### src/mlb_regs.vh
// Purpose: Register offsets, field positions, reset values and channel numbers of the monitor limit and mask bank.
// Assumes: Offsets are register indices on the 8-bit register port of the serial front end.
// Notes:   Include by bare name; definitions only.
`ifndef MLB_REGS_VH
`define MLB_REGS_VH

// Status registers, read to release the alert.
`define MLB_STAT_OVER_LO     8'h10
`define MLB_STAT_OVER_HI     8'h11
`define MLB_STAT_UNDER_LO    8'h12
`define MLB_STAT_UNDER_HI    8'h13
`define MLB_STAT_TEMP        8'h14

// Mask registers.
`define MLB_MASK_OVER_LO     8'h15
`define MLB_MASK_OVER_HI     8'h16
`define MLB_MASK_UNDER_LO    8'h17
`define MLB_INPUT_UNDER_MASK_HI 8'h18
`define MLB_TEMP_FAULT_MASK  8'h19

// Register arrays, first index of each.
`define MLB_RESULT_BASE      8'h1A
`define MLB_DAC_BASE         8'h2A
`define MLB_UPPER_BASE       8'h36
`define MLB_LOWER_BASE       8'h46

// Temperature registers.
`define MLB_ONCHIP_UPPER     8'h56
`define MLB_ONCHIP_LOWER     8'h57
`define MLB_REMOTE_UPPER     8'h58
`define MLB_REMOTE_LOWER     8'h59
`define MLB_ONCHIP_ADJUST    8'h5A
`define MLB_REMOTE_ADJUST    8'h5B

// Bit positions in the temperature fault mask and status.
`define MLB_BIT_DIODE        4
`define MLB_BIT_ONCHIP_OVER  3
`define MLB_BIT_REMOTE_OVER  2
`define MLB_BIT_ONCHIP_UNDER 1
`define MLB_BIT_REMOTE_UNDER 0

// Reset values.
`define MLB_MASK8_RST        8'hFF
`define MLB_MASK5_RST        5'h1F
`define MLB_INPUT_UPPER_RST  10'h3FF
`define MLB_ONCHIP_UPPER_RST 10'h154
`define MLB_REMOTE_UPPER_RST 10'h1B8
`define MLB_LOWER_RST        10'h000
`define MLB_DAC_RST          12'h000
`define MLB_ADJUST_RST       8'h00

// Converter channel numbers for the two temperatures.
`define MLB_CHAN_ONCHIP      5'd16
`define MLB_CHAN_REMOTE      5'd17

`endif
### src/mlb_bank.v
// Purpose: Register bank of a voltage and temperature monitor: masks, results, DAC codes, limits, offsets.
// Assumes: Register port and converter strobes come from logic on I_CLK; one access per cycle.
// Notes:   Read data appear one cycle after the read strobe; the alert output is active low.
`timescale 1ns/1ns
`include "mlb_regs.vh"

// Function
// - Register 0x18 bits 7:0 suppress under flags of inputs 9..16, bit 0 is input 9.
// - All bits of registers 0x18 and 0x19 reset to one.
// - Register 0x19 holds diode, temperature over and under masks in bits 4:0.
// - Sixteen read-only 10-bit result registers at 0x1A..0x29, reset to zero.
// - Twelve read-write 12-bit DAC code registers, reset zero, upper bits read zero.
// - Sixteen 10-bit input upper thresholds reset to full scale 0x3FF.
// - Sixteen 10-bit input lower thresholds reset to zero, upper bits read zero.
// - On-chip temperature upper threshold at 0x56 resets to 0x154.
// - Remote temperature upper threshold at 0x58 resets to 0x1B8.
// - Both temperature lower thresholds reset to zero.
// - Signed 8-bit on-chip offset is added to every on-chip temperature result.
// - Signed 8-bit remote offset is added to every remote temperature result.
// - First status read releases alert and refreshes contents; clear shows on next read.
// - Diode fault sets its status bit; its mask gates it onto the alert.
module mlb_bank #(
    parameter NUM_IN  = 16,
    parameter NUM_DAC = 12
) (
    input  wire                    I_CLK,
    input  wire                    I_RST_N,
    input  wire [7:0]              I_REG_ADDR,
    input  wire                    I_REG_WR,
    input  wire                    I_REG_RD,
    input  wire [15:0]             I_REG_WDATA,
    output reg  [15:0]             O_REG_RDATA,
    input  wire                    I_CONV_VALID,
    input  wire [4:0]              I_CONV_CHAN,
    input  wire [9:0]              I_CONV_DATA,
    input  wire                    I_DIODE_FAULT,
    output wire [NUM_DAC*12-1:0]   O_DAC_CODE,
    output wire                    O_ALERT_N
);
    localparam NCH = NUM_IN + 2;
    // The two temperatures sit behind the sixteen inputs, so one comparator
    // array serves all eighteen stored results; their flags go to the temperature status bits.

    // Stored results, thresholds and DAC codes; entries NUM_IN and NUM_IN+1 are the temperatures.
    reg [9:0]  result_q [0:NCH-1];
    reg [9:0]  upper_q  [0:NCH-1];
    reg [9:0]  lower_q  [0:NCH-1];
    reg [11:0] dac_q    [0:NUM_DAC-1];
    reg [7:0]  mask_over_lo_q;
    reg [7:0]  mask_over_hi_q;
    reg [7:0]  mask_under_lo_q;
    reg [7:0]  input_under_mask_hi_q;
    reg [4:0]  temp_fault_mask_q;
    reg [7:0]  onchip_adjust_q;
    reg [7:0]  remote_adjust_q;

    // Sticky flags and the copies that status reads return.
    reg [15:0] over_flag_q;
    reg [15:0] under_flag_q;
    reg [4:0]  temp_flag_q;
    reg [15:0] over_flag_d;
    reg [15:0] under_flag_d;
    reg [4:0]  temp_flag_d;
    reg [15:0] over_shown_q;
    reg [15:0] under_shown_q;
    reg [4:0]  temp_shown_q;

    wire [NCH-1:0] over_w;
    wire [NCH-1:0] under_w;
    // Array decodes: the index is the address less the array base, and the
    // address must also be at or above the base, since the subtraction wraps.
    wire [7:0]     res_idx   = I_REG_ADDR - `MLB_RESULT_BASE;
    wire [7:0]     dac_idx   = I_REG_ADDR - `MLB_DAC_BASE;
    wire [7:0]     upper_idx = I_REG_ADDR - `MLB_UPPER_BASE;
    wire [7:0]     lower_idx = I_REG_ADDR - `MLB_LOWER_BASE;
    wire           in_res    = (I_REG_ADDR >= `MLB_RESULT_BASE) && (res_idx < NUM_IN);
    wire           in_dac    = (I_REG_ADDR >= `MLB_DAC_BASE) && (dac_idx < NUM_DAC);
    wire           in_upper  = (I_REG_ADDR >= `MLB_UPPER_BASE) && (upper_idx < NUM_IN);
    wire           in_lower  = (I_REG_ADDR >= `MLB_LOWER_BASE) && (lower_idx < NUM_IN);

    // Offset addition for temperature results, saturated to the 10-bit code range.
    // The sum is two bits wider than the code: bit 11 marks a result pushed below
    // zero and bit 10 one pushed past full scale. Clamping instead of wrapping keeps
    // a large negative offset from turning a cold reading into an over-limit.
    // Analog inputs carry no offset and pass straight through.
    reg  [7:0]  adj_sel;
    reg  [11:0] adj_sum;
    reg  [9:0]  conv_value;
    always @* begin
        adj_sel = (I_CONV_CHAN == `MLB_CHAN_REMOTE) ? remote_adjust_q : onchip_adjust_q;
        adj_sum = {2'b00, I_CONV_DATA} + {{4{adj_sel[7]}}, adj_sel};
        if (I_CONV_CHAN < `MLB_CHAN_ONCHIP) begin
            conv_value = I_CONV_DATA;
        end else if (adj_sum[11]) begin
            conv_value = 10'h000;
        end else if (adj_sum[10]) begin
            conv_value = 10'h3FF;
        end else begin
            conv_value = adj_sum[9:0];
        end
    end

    // Store each conversion result into its channel slot.
    // Channel numbers at or above NCH are dropped, so a stray strobe cannot
    // write past the end of the array.
    integer r;
    always @(posedge I_CLK or negedge I_RST_N) begin
        if (!I_RST_N) begin
            for (r = 0; r < NCH; r = r + 1) begin
                result_q[r] <= 10'h000;
            end
        end else if (I_CONV_VALID && (I_CONV_CHAN < NCH)) begin
            result_q[I_CONV_CHAN] <= conv_value;
        end
    end

    // Window comparators on the stored, offset-adjusted results.
    // They run every cycle on the stored value, not only on a new conversion,
    // so a limit written past a standing result trips at once.
    genvar g;
    generate
        for (g = 0; g < NCH; g = g + 1) begin : gen_cmp
            mlb_limit_cmp #(
                .W (10)
            ) u_cmp (
                .i_value (result_q[g]),
                .i_upper (upper_q[g]),
                .i_lower (lower_q[g]),
                .o_over  (over_w[g]),
                .o_under (under_w[g])
            );
        end
    endgenerate

    // Register writes; only the documented field bits are kept.
    // Result and status addresses are read-only and fall to the default arm.
    // Reserved upper bits are not stored, so they always read back as zero.
    integer w;
    always @(posedge I_CLK or negedge I_RST_N) begin
        if (!I_RST_N) begin
            mask_over_lo_q        <= `MLB_MASK8_RST;
            mask_over_hi_q        <= `MLB_MASK8_RST;
            mask_under_lo_q       <= `MLB_MASK8_RST;
            input_under_mask_hi_q <= `MLB_MASK8_RST;
            temp_fault_mask_q     <= `MLB_MASK5_RST;
            onchip_adjust_q       <= `MLB_ADJUST_RST;
            remote_adjust_q       <= `MLB_ADJUST_RST;
            for (w = 0; w < NUM_IN; w = w + 1) begin
                upper_q[w] <= `MLB_INPUT_UPPER_RST;
                lower_q[w] <= `MLB_LOWER_RST;
            end
            upper_q[NUM_IN]     <= `MLB_ONCHIP_UPPER_RST;
            upper_q[NUM_IN + 1] <= `MLB_REMOTE_UPPER_RST;
            lower_q[NUM_IN]     <= `MLB_LOWER_RST;
            lower_q[NUM_IN + 1] <= `MLB_LOWER_RST;
            for (w = 0; w < NUM_DAC; w = w + 1) begin
                dac_q[w] <= `MLB_DAC_RST;
            end
        end else if (I_REG_WR) begin
            if (in_dac) begin
                dac_q[dac_idx[3:0]] <= I_REG_WDATA[11:0];
            end
            if (in_upper) begin
                upper_q[upper_idx[4:0]] <= I_REG_WDATA[9:0];
            end
            if (in_lower) begin
                lower_q[lower_idx[4:0]] <= I_REG_WDATA[9:0];
            end
            case (I_REG_ADDR)
                `MLB_MASK_OVER_LO:        mask_over_lo_q        <= I_REG_WDATA[7:0];
                `MLB_MASK_OVER_HI:        mask_over_hi_q        <= I_REG_WDATA[7:0];
                `MLB_MASK_UNDER_LO:       mask_under_lo_q       <= I_REG_WDATA[7:0];
                `MLB_INPUT_UNDER_MASK_HI: input_under_mask_hi_q <= I_REG_WDATA[7:0];
                `MLB_TEMP_FAULT_MASK:     temp_fault_mask_q     <= I_REG_WDATA[4:0];
                `MLB_ONCHIP_UPPER:        upper_q[NUM_IN]       <= I_REG_WDATA[9:0];
                `MLB_ONCHIP_LOWER:        lower_q[NUM_IN]       <= I_REG_WDATA[9:0];
                `MLB_REMOTE_UPPER:        upper_q[NUM_IN + 1]   <= I_REG_WDATA[9:0];
                `MLB_REMOTE_LOWER:        lower_q[NUM_IN + 1]   <= I_REG_WDATA[9:0];
                `MLB_ONCHIP_ADJUST:       onchip_adjust_q       <= I_REG_WDATA[7:0];
                `MLB_REMOTE_ADJUST:       remote_adjust_q       <= I_REG_WDATA[7:0];
                default: begin
                end
            endcase
        end
    end

    // Sticky flags: a read clears its register's flags, but a condition still present sets them again.
    // The clear is applied first and live conditions are ORed in after it, so an
    // event in the same cycle as the clearing read wins and is never lost.
    always @* begin
        over_flag_d  = over_flag_q;
        under_flag_d = under_flag_q;
        temp_flag_d  = temp_flag_q;
        if (I_REG_RD) begin
            case (I_REG_ADDR)
                `MLB_STAT_OVER_LO:  over_flag_d[7:0]   = 8'h00;
                `MLB_STAT_OVER_HI:  over_flag_d[15:8]  = 8'h00;
                `MLB_STAT_UNDER_LO: under_flag_d[7:0]  = 8'h00;
                `MLB_STAT_UNDER_HI: under_flag_d[15:8] = 8'h00;
                `MLB_STAT_TEMP:     temp_flag_d        = 5'h00;
                default: begin
                end
            endcase
        end
        over_flag_d  = over_flag_d | over_w[15:0];
        under_flag_d = under_flag_d | under_w[15:0];
        temp_flag_d[`MLB_BIT_DIODE]        = temp_flag_d[`MLB_BIT_DIODE] | I_DIODE_FAULT;
        temp_flag_d[`MLB_BIT_ONCHIP_OVER]  = temp_flag_d[`MLB_BIT_ONCHIP_OVER] | over_w[NUM_IN];
        temp_flag_d[`MLB_BIT_REMOTE_OVER]  = temp_flag_d[`MLB_BIT_REMOTE_OVER] | over_w[NUM_IN + 1];
        temp_flag_d[`MLB_BIT_ONCHIP_UNDER] = temp_flag_d[`MLB_BIT_ONCHIP_UNDER] | under_w[NUM_IN];
        temp_flag_d[`MLB_BIT_REMOTE_UNDER] = temp_flag_d[`MLB_BIT_REMOTE_UNDER] | under_w[NUM_IN + 1];
    end

    // Flag state and the shown copies, which a status read refreshes after returning the old copy.
    // The shown copy lags the sticky flags by one read: the host sees the old
    // flags first, and a cleared state only on its next read of that register.
    always @(posedge I_CLK or negedge I_RST_N) begin
        if (!I_RST_N) begin
            over_flag_q   <= 16'h0000;
            under_flag_q  <= 16'h0000;
            temp_flag_q   <= 5'h00;
            over_shown_q  <= 16'h0000;
            under_shown_q <= 16'h0000;
            temp_shown_q  <= 5'h00;
        end else begin
            over_flag_q  <= over_flag_d;
            under_flag_q <= under_flag_d;
            temp_flag_q  <= temp_flag_d;
            if (I_REG_RD) begin
                case (I_REG_ADDR)
                    `MLB_STAT_OVER_LO:  over_shown_q[7:0]   <= over_flag_d[7:0];
                    `MLB_STAT_OVER_HI:  over_shown_q[15:8]  <= over_flag_d[15:8];
                    `MLB_STAT_UNDER_LO: under_shown_q[7:0]  <= under_flag_d[7:0];
                    `MLB_STAT_UNDER_HI: under_shown_q[15:8] <= under_flag_d[15:8];
                    `MLB_STAT_TEMP:     temp_shown_q        <= temp_flag_d;
                    default: begin
                    end
                endcase
            end
        end
    end

    // Read data, registered; reserved bits and unmapped addresses read zero.
    // Data stand from the edge that takes the strobe until the next read strobe.
    // Writes never disturb them, so a slow host may sample them at leisure.
    always @(posedge I_CLK or negedge I_RST_N) begin
        if (!I_RST_N) begin
            O_REG_RDATA <= 16'h0000;
        end else if (I_REG_RD) begin
            O_REG_RDATA <= 16'h0000;
            if (in_res) begin
                O_REG_RDATA <= {6'h00, result_q[res_idx[4:0]]};
            end else if (in_dac) begin
                O_REG_RDATA <= {4'h0, dac_q[dac_idx[3:0]]};
            end else if (in_upper) begin
                O_REG_RDATA <= {6'h00, upper_q[upper_idx[4:0]]};
            end else if (in_lower) begin
                O_REG_RDATA <= {6'h00, lower_q[lower_idx[4:0]]};
            end else begin
                case (I_REG_ADDR)
                    `MLB_STAT_OVER_LO:        O_REG_RDATA <= {8'h00, over_shown_q[7:0]};
                    `MLB_STAT_OVER_HI:        O_REG_RDATA <= {8'h00, over_shown_q[15:8]};
                    `MLB_STAT_UNDER_LO:       O_REG_RDATA <= {8'h00, under_shown_q[7:0]};
                    `MLB_STAT_UNDER_HI:       O_REG_RDATA <= {8'h00, under_shown_q[15:8]};
                    `MLB_STAT_TEMP:           O_REG_RDATA <= {11'h000, temp_shown_q};
                    `MLB_MASK_OVER_LO:        O_REG_RDATA <= {8'h00, mask_over_lo_q};
                    `MLB_MASK_OVER_HI:        O_REG_RDATA <= {8'h00, mask_over_hi_q};
                    `MLB_MASK_UNDER_LO:       O_REG_RDATA <= {8'h00, mask_under_lo_q};
                    `MLB_INPUT_UNDER_MASK_HI: O_REG_RDATA <= {8'h00, input_under_mask_hi_q};
                    `MLB_TEMP_FAULT_MASK:     O_REG_RDATA <= {11'h000, temp_fault_mask_q};
                    `MLB_ONCHIP_UPPER:        O_REG_RDATA <= {6'h00, upper_q[NUM_IN]};
                    `MLB_ONCHIP_LOWER:        O_REG_RDATA <= {6'h00, lower_q[NUM_IN]};
                    `MLB_REMOTE_UPPER:        O_REG_RDATA <= {6'h00, upper_q[NUM_IN + 1]};
                    `MLB_REMOTE_LOWER:        O_REG_RDATA <= {6'h00, lower_q[NUM_IN + 1]};
                    `MLB_ONCHIP_ADJUST:       O_REG_RDATA <= {8'h00, onchip_adjust_q};
                    `MLB_REMOTE_ADJUST:       O_REG_RDATA <= {8'h00, remote_adjust_q};
                    default:                  O_REG_RDATA <= 16'h0000;
                endcase
            end
        end
    end

    // DAC codes leave straight from their registers.
    // No extra stage: a written code reaches its output at the write edge.
    genvar d;
    generate
        for (d = 0; d < NUM_DAC; d = d + 1) begin : gen_dac
            assign O_DAC_CODE[d*12 +: 12] = dac_q[d];
        end
    endgenerate

    // Alert: any sticky flag whose mask bit is clear pulls the output low.
    // All masks reset to one, so the output stays released after reset until
    // software clears a mask bit whose flag is set.
    // It is formed from registers only, so bus activity cannot make it glitch.
    wire alert_w = |(over_flag_q & ~{mask_over_hi_q, mask_over_lo_q})
                 | |(under_flag_q & ~{input_under_mask_hi_q, mask_under_lo_q})
                 | |(temp_flag_q & ~temp_fault_mask_q);
    assign O_ALERT_N = ~alert_w;

endmodule

### src/mlb_limit_cmp.v
// Purpose: Window comparison of one stored result against its upper and lower thresholds.
// Assumes: All three values are unsigned codes of the same width.
// Notes:   Purely combinational; the caller makes the flags sticky.
`timescale 1ns/1ns
module mlb_limit_cmp #(
    parameter W = 10
) (
    input  wire [W-1:0] i_value,
    input  wire [W-1:0] i_upper,
    input  wire [W-1:0] i_lower,
    output wire         o_over,
    output wire         o_under
);
    // Strict comparisons, so a result equal to a threshold trips nothing.
    assign o_over  = (i_value > i_upper);
    assign o_under = (i_value < i_lower);
endmodule

### config.mk
export PLATFORM = sky130hd
export DESIGN_NAME = mlb_bank
export DESIGN_NICKNAME = d
export VERILOG_FILES = /design/src/mlb_bank.v /design/src/mlb_limit_cmp.v
export VERILOG_INCLUDE_DIRS = /design/src
export SDC_FILE = /design/constraint.sdc
export NUM_CORES = 2
export LEC_CHECK = 0
export ABC_CLOCK_PERIOD_IN_PS = 3600
export BUFFER_PORTS_ARGS = -buffer_cell sky130_fd_sc_hd__clkbuf_2
export CAP_MARGIN = 40
export CORE_UTILIZATION = 61
export CTS_CLUSTER_DIAMETER = 80
export DETAILED_ROUTE_END_ITERATION = 8
export GPL_ROUTABILITY_DRIVEN = 1
export HOLD_SLACK_MARGIN = 0.05
export PLACE_DENSITY = 0.75
export SLEW_MARGIN = 20
export SYNTH_ARGS = -nofsm -noshare
export SYNTH_HDL_FRONTEND = slang
export SYNTH_SLANG_ARGS = --single-unit
### constraint.sdc
create_clock -name I_CLK -period 3.6 [get_ports I_CLK]
set_input_delay 0.36 -clock I_CLK [delete_from_list [all_inputs] [get_ports I_CLK]]
set_output_delay 0.36 -clock I_CLK [all_outputs]
set_load 0.005 [all_outputs]
# Yosys cells after proc, flatten, opt, wreduce, memory -nomap -nowiden

Cells that the tools add are included.

$add $sub $neg: 5
Multiplexer cells: 47
Reductions and logical operators: 35
Eq/ne operators: 17
Bitwise operators: 21
$lt $le $gt $ge: 55

Operators by type and width:

| operator           | count |
|---|---|
| $bwmux 180         | 3 |
| $gt 10x10->1       | 18 |
| $lt 10x10->1       | 18 |
| $mux 10            | 18 |
| $pmux 10 s16       | 1 |
| $bmux 10 s5        | 3 |
| $demux 10 s5       | 3 |
| $bwmux 144         | 1 |
| $eq 8x5->1 const B | 10 |
| $mux 12            | 5 |
| $bmux 12 s4        | 1 |
| $demux 12 s4       | 1 |
| $eq 8x7->1 const B | 6 |
| $mux 20            | 2 |
| $mux 8             | 5 |
| $reduce_and 2->1   | 19 |
| $and 16x16->16     | 2 |
| $mux 16            | 2 |
| $not 16->16        | 2 |
| $or 16x16->16      | 2 |
| $reduce_or 16->1   | 2 |
| $ge 6x6->1 const B | 4 |
| $lt 8x5->1 const B | 3 |
| $not 5->6          | 4 |
| other kinds (22)   | 45 |

Input port bits: 45
Logic and storage cells: 262
Output and inout bits: 161
Bits in registers: 827

# Longest topological paths before layout

Depth after elaboration: 9
Depth in mapped cells: 15
Gate-level depth less buffers: 14

# Modules after synthesis

A second synthesis with hierarchy kept.

Cell total of the unflattened synthesis: 3963
Area total of the unflattened synthesis: 47229.0 um^2

By module, submodules not included:

| module        | seq. area each (um^2) | instances | area an instance (um^2) | cells an instance |
|---|---|---|---|---|
| mlb_bank      | 20852.5               | 1         | 38603.3                 | 2793 |
| mlb_limit_cmp | 0.0                   | 18        | 479.2                   | 65 |

# Worst setup path after synthesis

No wires, ideal clock.

Kind: in2reg
Start point: input port I_CONV_CHAN[1]
End point: register result_q[4] (netlist name)
Slack: 0.252 ns
Library setup time: 0.125 ns
Data required time: 3.475 ns
Stages: 15
Path buffers: 1
Data arrival time: 3.223 ns
Cell sequence: clkbuf_1 -> nor2_1 -> nand3_1 -> mux2_2 -> ha_1 -> inv_1 -> fa_1 -> nor2b_1 -> o21a_1 -> o21ai_0 -> a31oi_1 -> a221o_1 -> xnor2_1 -> a21oi_1 -> mux2_2

Cells in the longest elaborated chain, start to end: 7
Elaborated cells between the ends (all ways): 16

Ends and longest elaborated chain:

| element                       | line           | text |
|---|---|---|
| start, declared               | mlb_bank.v:34  | `input wire [4:0] I_CONV_CHAN,` |
| $eq 5x5->1 (no source line)   | --             |  |
| $mux 8                        | mlb_bank.v:90  | `` adj_sel = (I_CONV_CHAN == `MLB_CHAN_REMOTE) ? remote_adjust_q : onchip_adjust_q; `` |
| $add 11x8->12                 | mlb_bank.v:91  | `adj_sum = {2'b00, I_CONV_DATA} + {{4{adj_sel[7]}}, adj_sel};` |
| $mux 10                       | mlb_bank.v:96  | `end else if (adj_sum[10]) begin` |
| $mux 10                       | mlb_bank.v:94  | `end else if (adj_sum[11]) begin` |
| $mux 10                       | mlb_bank.v:92  | `` if (I_CONV_CHAN < `MLB_CHAN_ONCHIP) begin `` |
| $bwmux 180                    | mlb_bank.v:113 | `result_q[I_CONV_CHAN] <= conv_value;` |
| end signal, assigned by index | mlb_bank.v:113 |  |
| end, declared                 | mlb_bank.v:45  | `reg [9:0] result_q [0:NCH-1];` |

Several ways; a longest one is shown, not always the timed one.
A chain may end at the register's enable or synchronous reset.

# Worst setup path after layout

Start point: register mask_over_lo_q[1]
End point: output port O_ALERT_N

Cells in the longest elaborated chain, start to end: 6

Ends and longest elaborated chain:

| element                | line           | text |
|---|---|---|
| start, declared        | mlb_bank.v:49  | `reg [7:0] mask_over_lo_q;` |
| start signal, assigned | mlb_bank.v:141 | `` mask_over_lo_q <= `MLB_MASK8_RST; `` |
| start signal, assigned | mlb_bank.v:170 | `` `MLB_MASK_OVER_LO: mask_over_lo_q <= I_REG_WDATA[7:0]; `` |
| $not 16->16            | mlb_bank.v:296 | `wire alert_w = \|(over_flag_q & ~{mask_over_hi_q, mask_over_lo_q})` |
| $and 16x16->16         | mlb_bank.v:296 |  |
| $reduce_or 16->1       | mlb_bank.v:296 |  |
| $or 1x1->1             | mlb_bank.v:297 | `\| \|(under_flag_q & ~{input_under_mask_hi_q, mask_under_lo_q})` |
| $or 1x1->1             | mlb_bank.v:298 | `\| \|(temp_flag_q & ~temp_fault_mask_q);` |
| $not 1->1              | mlb_bank.v:299 | `assign O_ALERT_N = ~alert_w;` |
| end, declared          | mlb_bank.v:38  | `output wire O_ALERT_N` |

No other way between the ends.

==> results.sh <==
export IMPL_met3_usage=0.0972
export IMPL_synth_area_top_cells="dfrtp_1 33%, mux2_2 12%, dfstp_2 12%"
export IMPL_max_slew_margin_rel=0.388
export IMPL_grt_busiest_layer="met2"
export IMPL_hold_start="I_REG_WDATA[9]"
export IMPL_cellPowerDensity_nw_per_um2=478
export IMPL_outcome="finished clean"
export IMPL_num_vias=36215
export IMPL_ys_seq_elements=823
export IMPL_setup_tns_ns=0
export IMPL_maxSlewViolCount=0
export IMPL_path_clk_slew_ns=0.07
export IMPL_grt_max_degree=108
export IMPL_finalCritPeriodShare=0.837
export IMPL_worstMarginPinSlew_ns=0.895
export IMPL_rr_startpoint="onchip_adjust_q[0]$_DFFE_PN0P_"
export IMPL_drive_gt1_frac=0.320
export IMPL_dieHeight_um=279
export IMPL_totalWireLength_um=156000
export IMPL_worst_hold_slack_ns=0.0873
export IMPL_yosysSeqAreaShare=0.444
export IMPL_gp_congestion=1.04
export IMPL_vdd_ir_drop_max_mv=0.370
export IMPL_max_clock_freq_mhz=332
export IMPL_initial_core_util=0.617
export IMPL_nets=4836
export IMPL_die_area_um2=78100
export IMPL_post_cts_resized=0
export IMPL_viasPerCell=6.53
export IMPL_r2r_slack_ns=0.76
export IMPL_hold_viol_final=0
export IMPL_synthFlopType="dfrtp_1"
export IMPL_leakage_uw=0.0255
export IMPL_worst_setup_path_end_kind="output pin"
export IMPL_grt_use_total=0.408
export IMPL_synth_edf_count=0
export IMPL_clk_latency_ns=0.67
export IMPL_core_area_um2=76100
export IMPL_antenna_left=0
export IMPL_port_buffers=197
export IMPL_die_w_um=279
export IMPL_syn_inst=4211
export IMPL_setup_viol=0
export IMPL_cts_tree="built"
export IMPL_cts_buffer_depth=3
export IMPL_dp_hpwl_um=116000
export IMPL_synthDistinctLibCells=86
export IMPL_fin_crit_ns=3.01
export IMPL_fin_skew_ns=0.0321
export IMPL_grt_util_met1=0.546
export IMPL_fill_cells=5588
export IMPL_wire_per_inst_um=28.2
export IMPL_hold_end="upper_q[119]$_DFFE_PN1P_"
export IMPL_numCtsBuffers=89
export IMPL_max_cap_violations=0
export IMPL_grt_pass1_vias=36328
export IMPL_r2r_cells=13
export IMPL_pin_count=206
export IMPL_drtIter0Drc=3967
export IMPL_arrival_ns=2.65
export IMPL_drc=0
export IMPL_crit_required_ns=3.24
export IMPL_critPathLaunchType="flip-flop"
export IMPL_synth_area_leader_cell="dfrtp_1"
export IMPL_crit_path_max_fanout=3
export IMPL_syn_to_final_growth_pct=13.2
export IMPL_synth_top_area_frac=0.329
export IMPL_grt_pass1_wl_um=235000
export IMPL_ys_warn_count=0
export IMPL_async_reset_ff_frac=1.00
export IMPL_cts_sinks=823
export IMPL_firstDrtPassIters=6
export IMPL_antenna_found_initial=4
export IMPL_critPathKind="reg -> out"
export IMPL_overflow=0
export IMPL_syn_avg_cell_area_um2=11.1
export IMPL_syn_area_um2=46900
export IMPL_min_path_cells=3
export IMPL_crit_reg2reg_capture="result_q[3]$_DFFE_PN0P_"
export IMPL_grtUsageMet2=0.612
export IMPL_hp_class="in -> reg"
export IMPL_cts_setup_buffers=0
export IMPL_cts_root_buf="clkbuf_16"
export IMPL_h_tree_depth=3
export IMPL_rows=101
export IMPL_rsz0062_at_grt="no"
==> report_power, final <==
group          switching [uW]  internal (uW)
clock                    4020           6100
sequential                737           9990
combinational            2690           1890
==> worst max path at each step <==
stage,startpoint,end,slack (ns),cells past startpoint
2_1_floorplan,I_CONV_CHAN[1],result_q[4]$_DFFE_PN0P_,0.25,15
3_3_place_gp,I_CONV_CHAN[4],result_q[6]$_DFFE_PN0P_,0.09,17
3_5_place_dp,I_CONV_CHAN[4],result_q[3]$_DFFE_PN0P_,0.06,17
4_1_cts,mask_over_lo_q[1]$_DFFE_PN1P_,O_ALERT_N,0.59,7
5_1_grt,mask_over_lo_q[1]$_DFFE_PN1P_,O_ALERT_N,0.48,7
6_report,mask_over_lo_q[1]$_DFFE_PN1P_,O_ALERT_N,0.59,7
==> sequential cells by signal (all words and copies together), names as in the netlist, 8 cells and up <==
| register | cells |
|---|---|
| result_q | 180 |
| upper_q | 180 |
| mask_over_lo_q | 8 |
| mask_under_lo_q | 8 |
| under_shown_q | 16 |
| over_flag_q | 16 |
| mask_over_hi_q | 8 |
| input_under_mask_hi_q | 8 |
| O_DAC_CODE | 144 |
| lower_q | 180 |
| O_REG_RDATA | 12 |
| over_shown_q | 16 |
| onchip_adjust_q | 8 |
| remote_adjust_q | 8 |
| under_flag_q | 16 |
==> stage by stage <==
step	utilization	cell area (um^2)	setup slack, ns	total power [uW]	std cells
5_1_grt	0.699	53100	0.475	26200	5540
2_1_floorplan	-	46900	0.252	13300	4214
4_1_cts	0.698	53100	0.588	25300	5537
3_3_place_gp	0.652	49600	0.0937	15100	5357
3_5_place_dp	0.655	49900	0.0629	15300	5369
6_report	0.699	53100	0.586	25400	5542
==> cells in the final DEF, fill, tap and decap left out, types with 115 or more instances in the layout <==
cell type,Yosys,final
nor2_1,119,119
nand2_1,405,405
dfstp_2,206,206
mux4_2,165,165
nor3_1,117,115
clkbuf_2,5,194
buf_4,20,137
o21ai_0,350,350
mux2_2,501,501
inv_1,424,424
dfrtp_1,617,617
ha_1,355,354
==> metal layers <==
metal  vias to the layer above  wire, um
met5                         -         0
met4                         0     10300
met3                       517     16400
li1                      15483         -
met2                      2061     68600
met1                     18154     61100
==> worst max-delay path, cell delays in order, from the launching register on <==
cell	delay [ns]
dfstp_2	0.56
nor2b_1	0.05
a21oi_1	0.18
o221ai_1	0.14
nor3_1	0.19
nand4_1	0.11
nor4_1	0.53
clkbuf_2	0.23
==> area by class of cell <==
| cell class | instances | area (um^2) | area share |
|---|---|---|---|
| antenna | 2 | 5.00 | 0.0000942 |
| clock buffer | 122 | 2570 | 0.0484 |
| clock inverter | 44 | 654 | 0.0123 |
| inverter | 425 | 1600 | 0.0300 |
| multi-input combinational | 2727 | 23500 | 0.442 |
| sequential | 823 | 20900 | 0.392 |
| tap | 1030 | 1290 | 0.0242 |
| timing repair buffer | 369 | 2670 | 0.0503 |
==> cell families after synthesis <==
group                    Yosys count  synth area share
AO/OA/AOI/OAI                    776             0.104
flip-flops                       823             0.444
adder cells (fa/ha/maj)          356            0.0951
other                              1         0.0000799
multiplexers                     710             0.209
buffers and inverters            664            0.0563
XOR/XNOR                          15           0.00280
AND/OR/NAND/NOR                  866            0.0884
==> repair_timing <==
item                       in CTS  in global routing
hold endpoints to repair       55                  0
setup endpoints to repair       0                  0
hold buffers                    2                  0
==> synth_stat cells (96+ instances only) <==
master / instances
nand2_1: 405
inv_1: 424
dfstp_2: 206
clkbuf_1: 144
mux4_2: 165
ha_1: 355
mux2_2: 501
o21ai_0: 350
nor2_1: 119
dfrtp_1: 617
nor3_1: 117
a21o_1: 96
No activity file was read; power rests on OpenSTA's default activity.
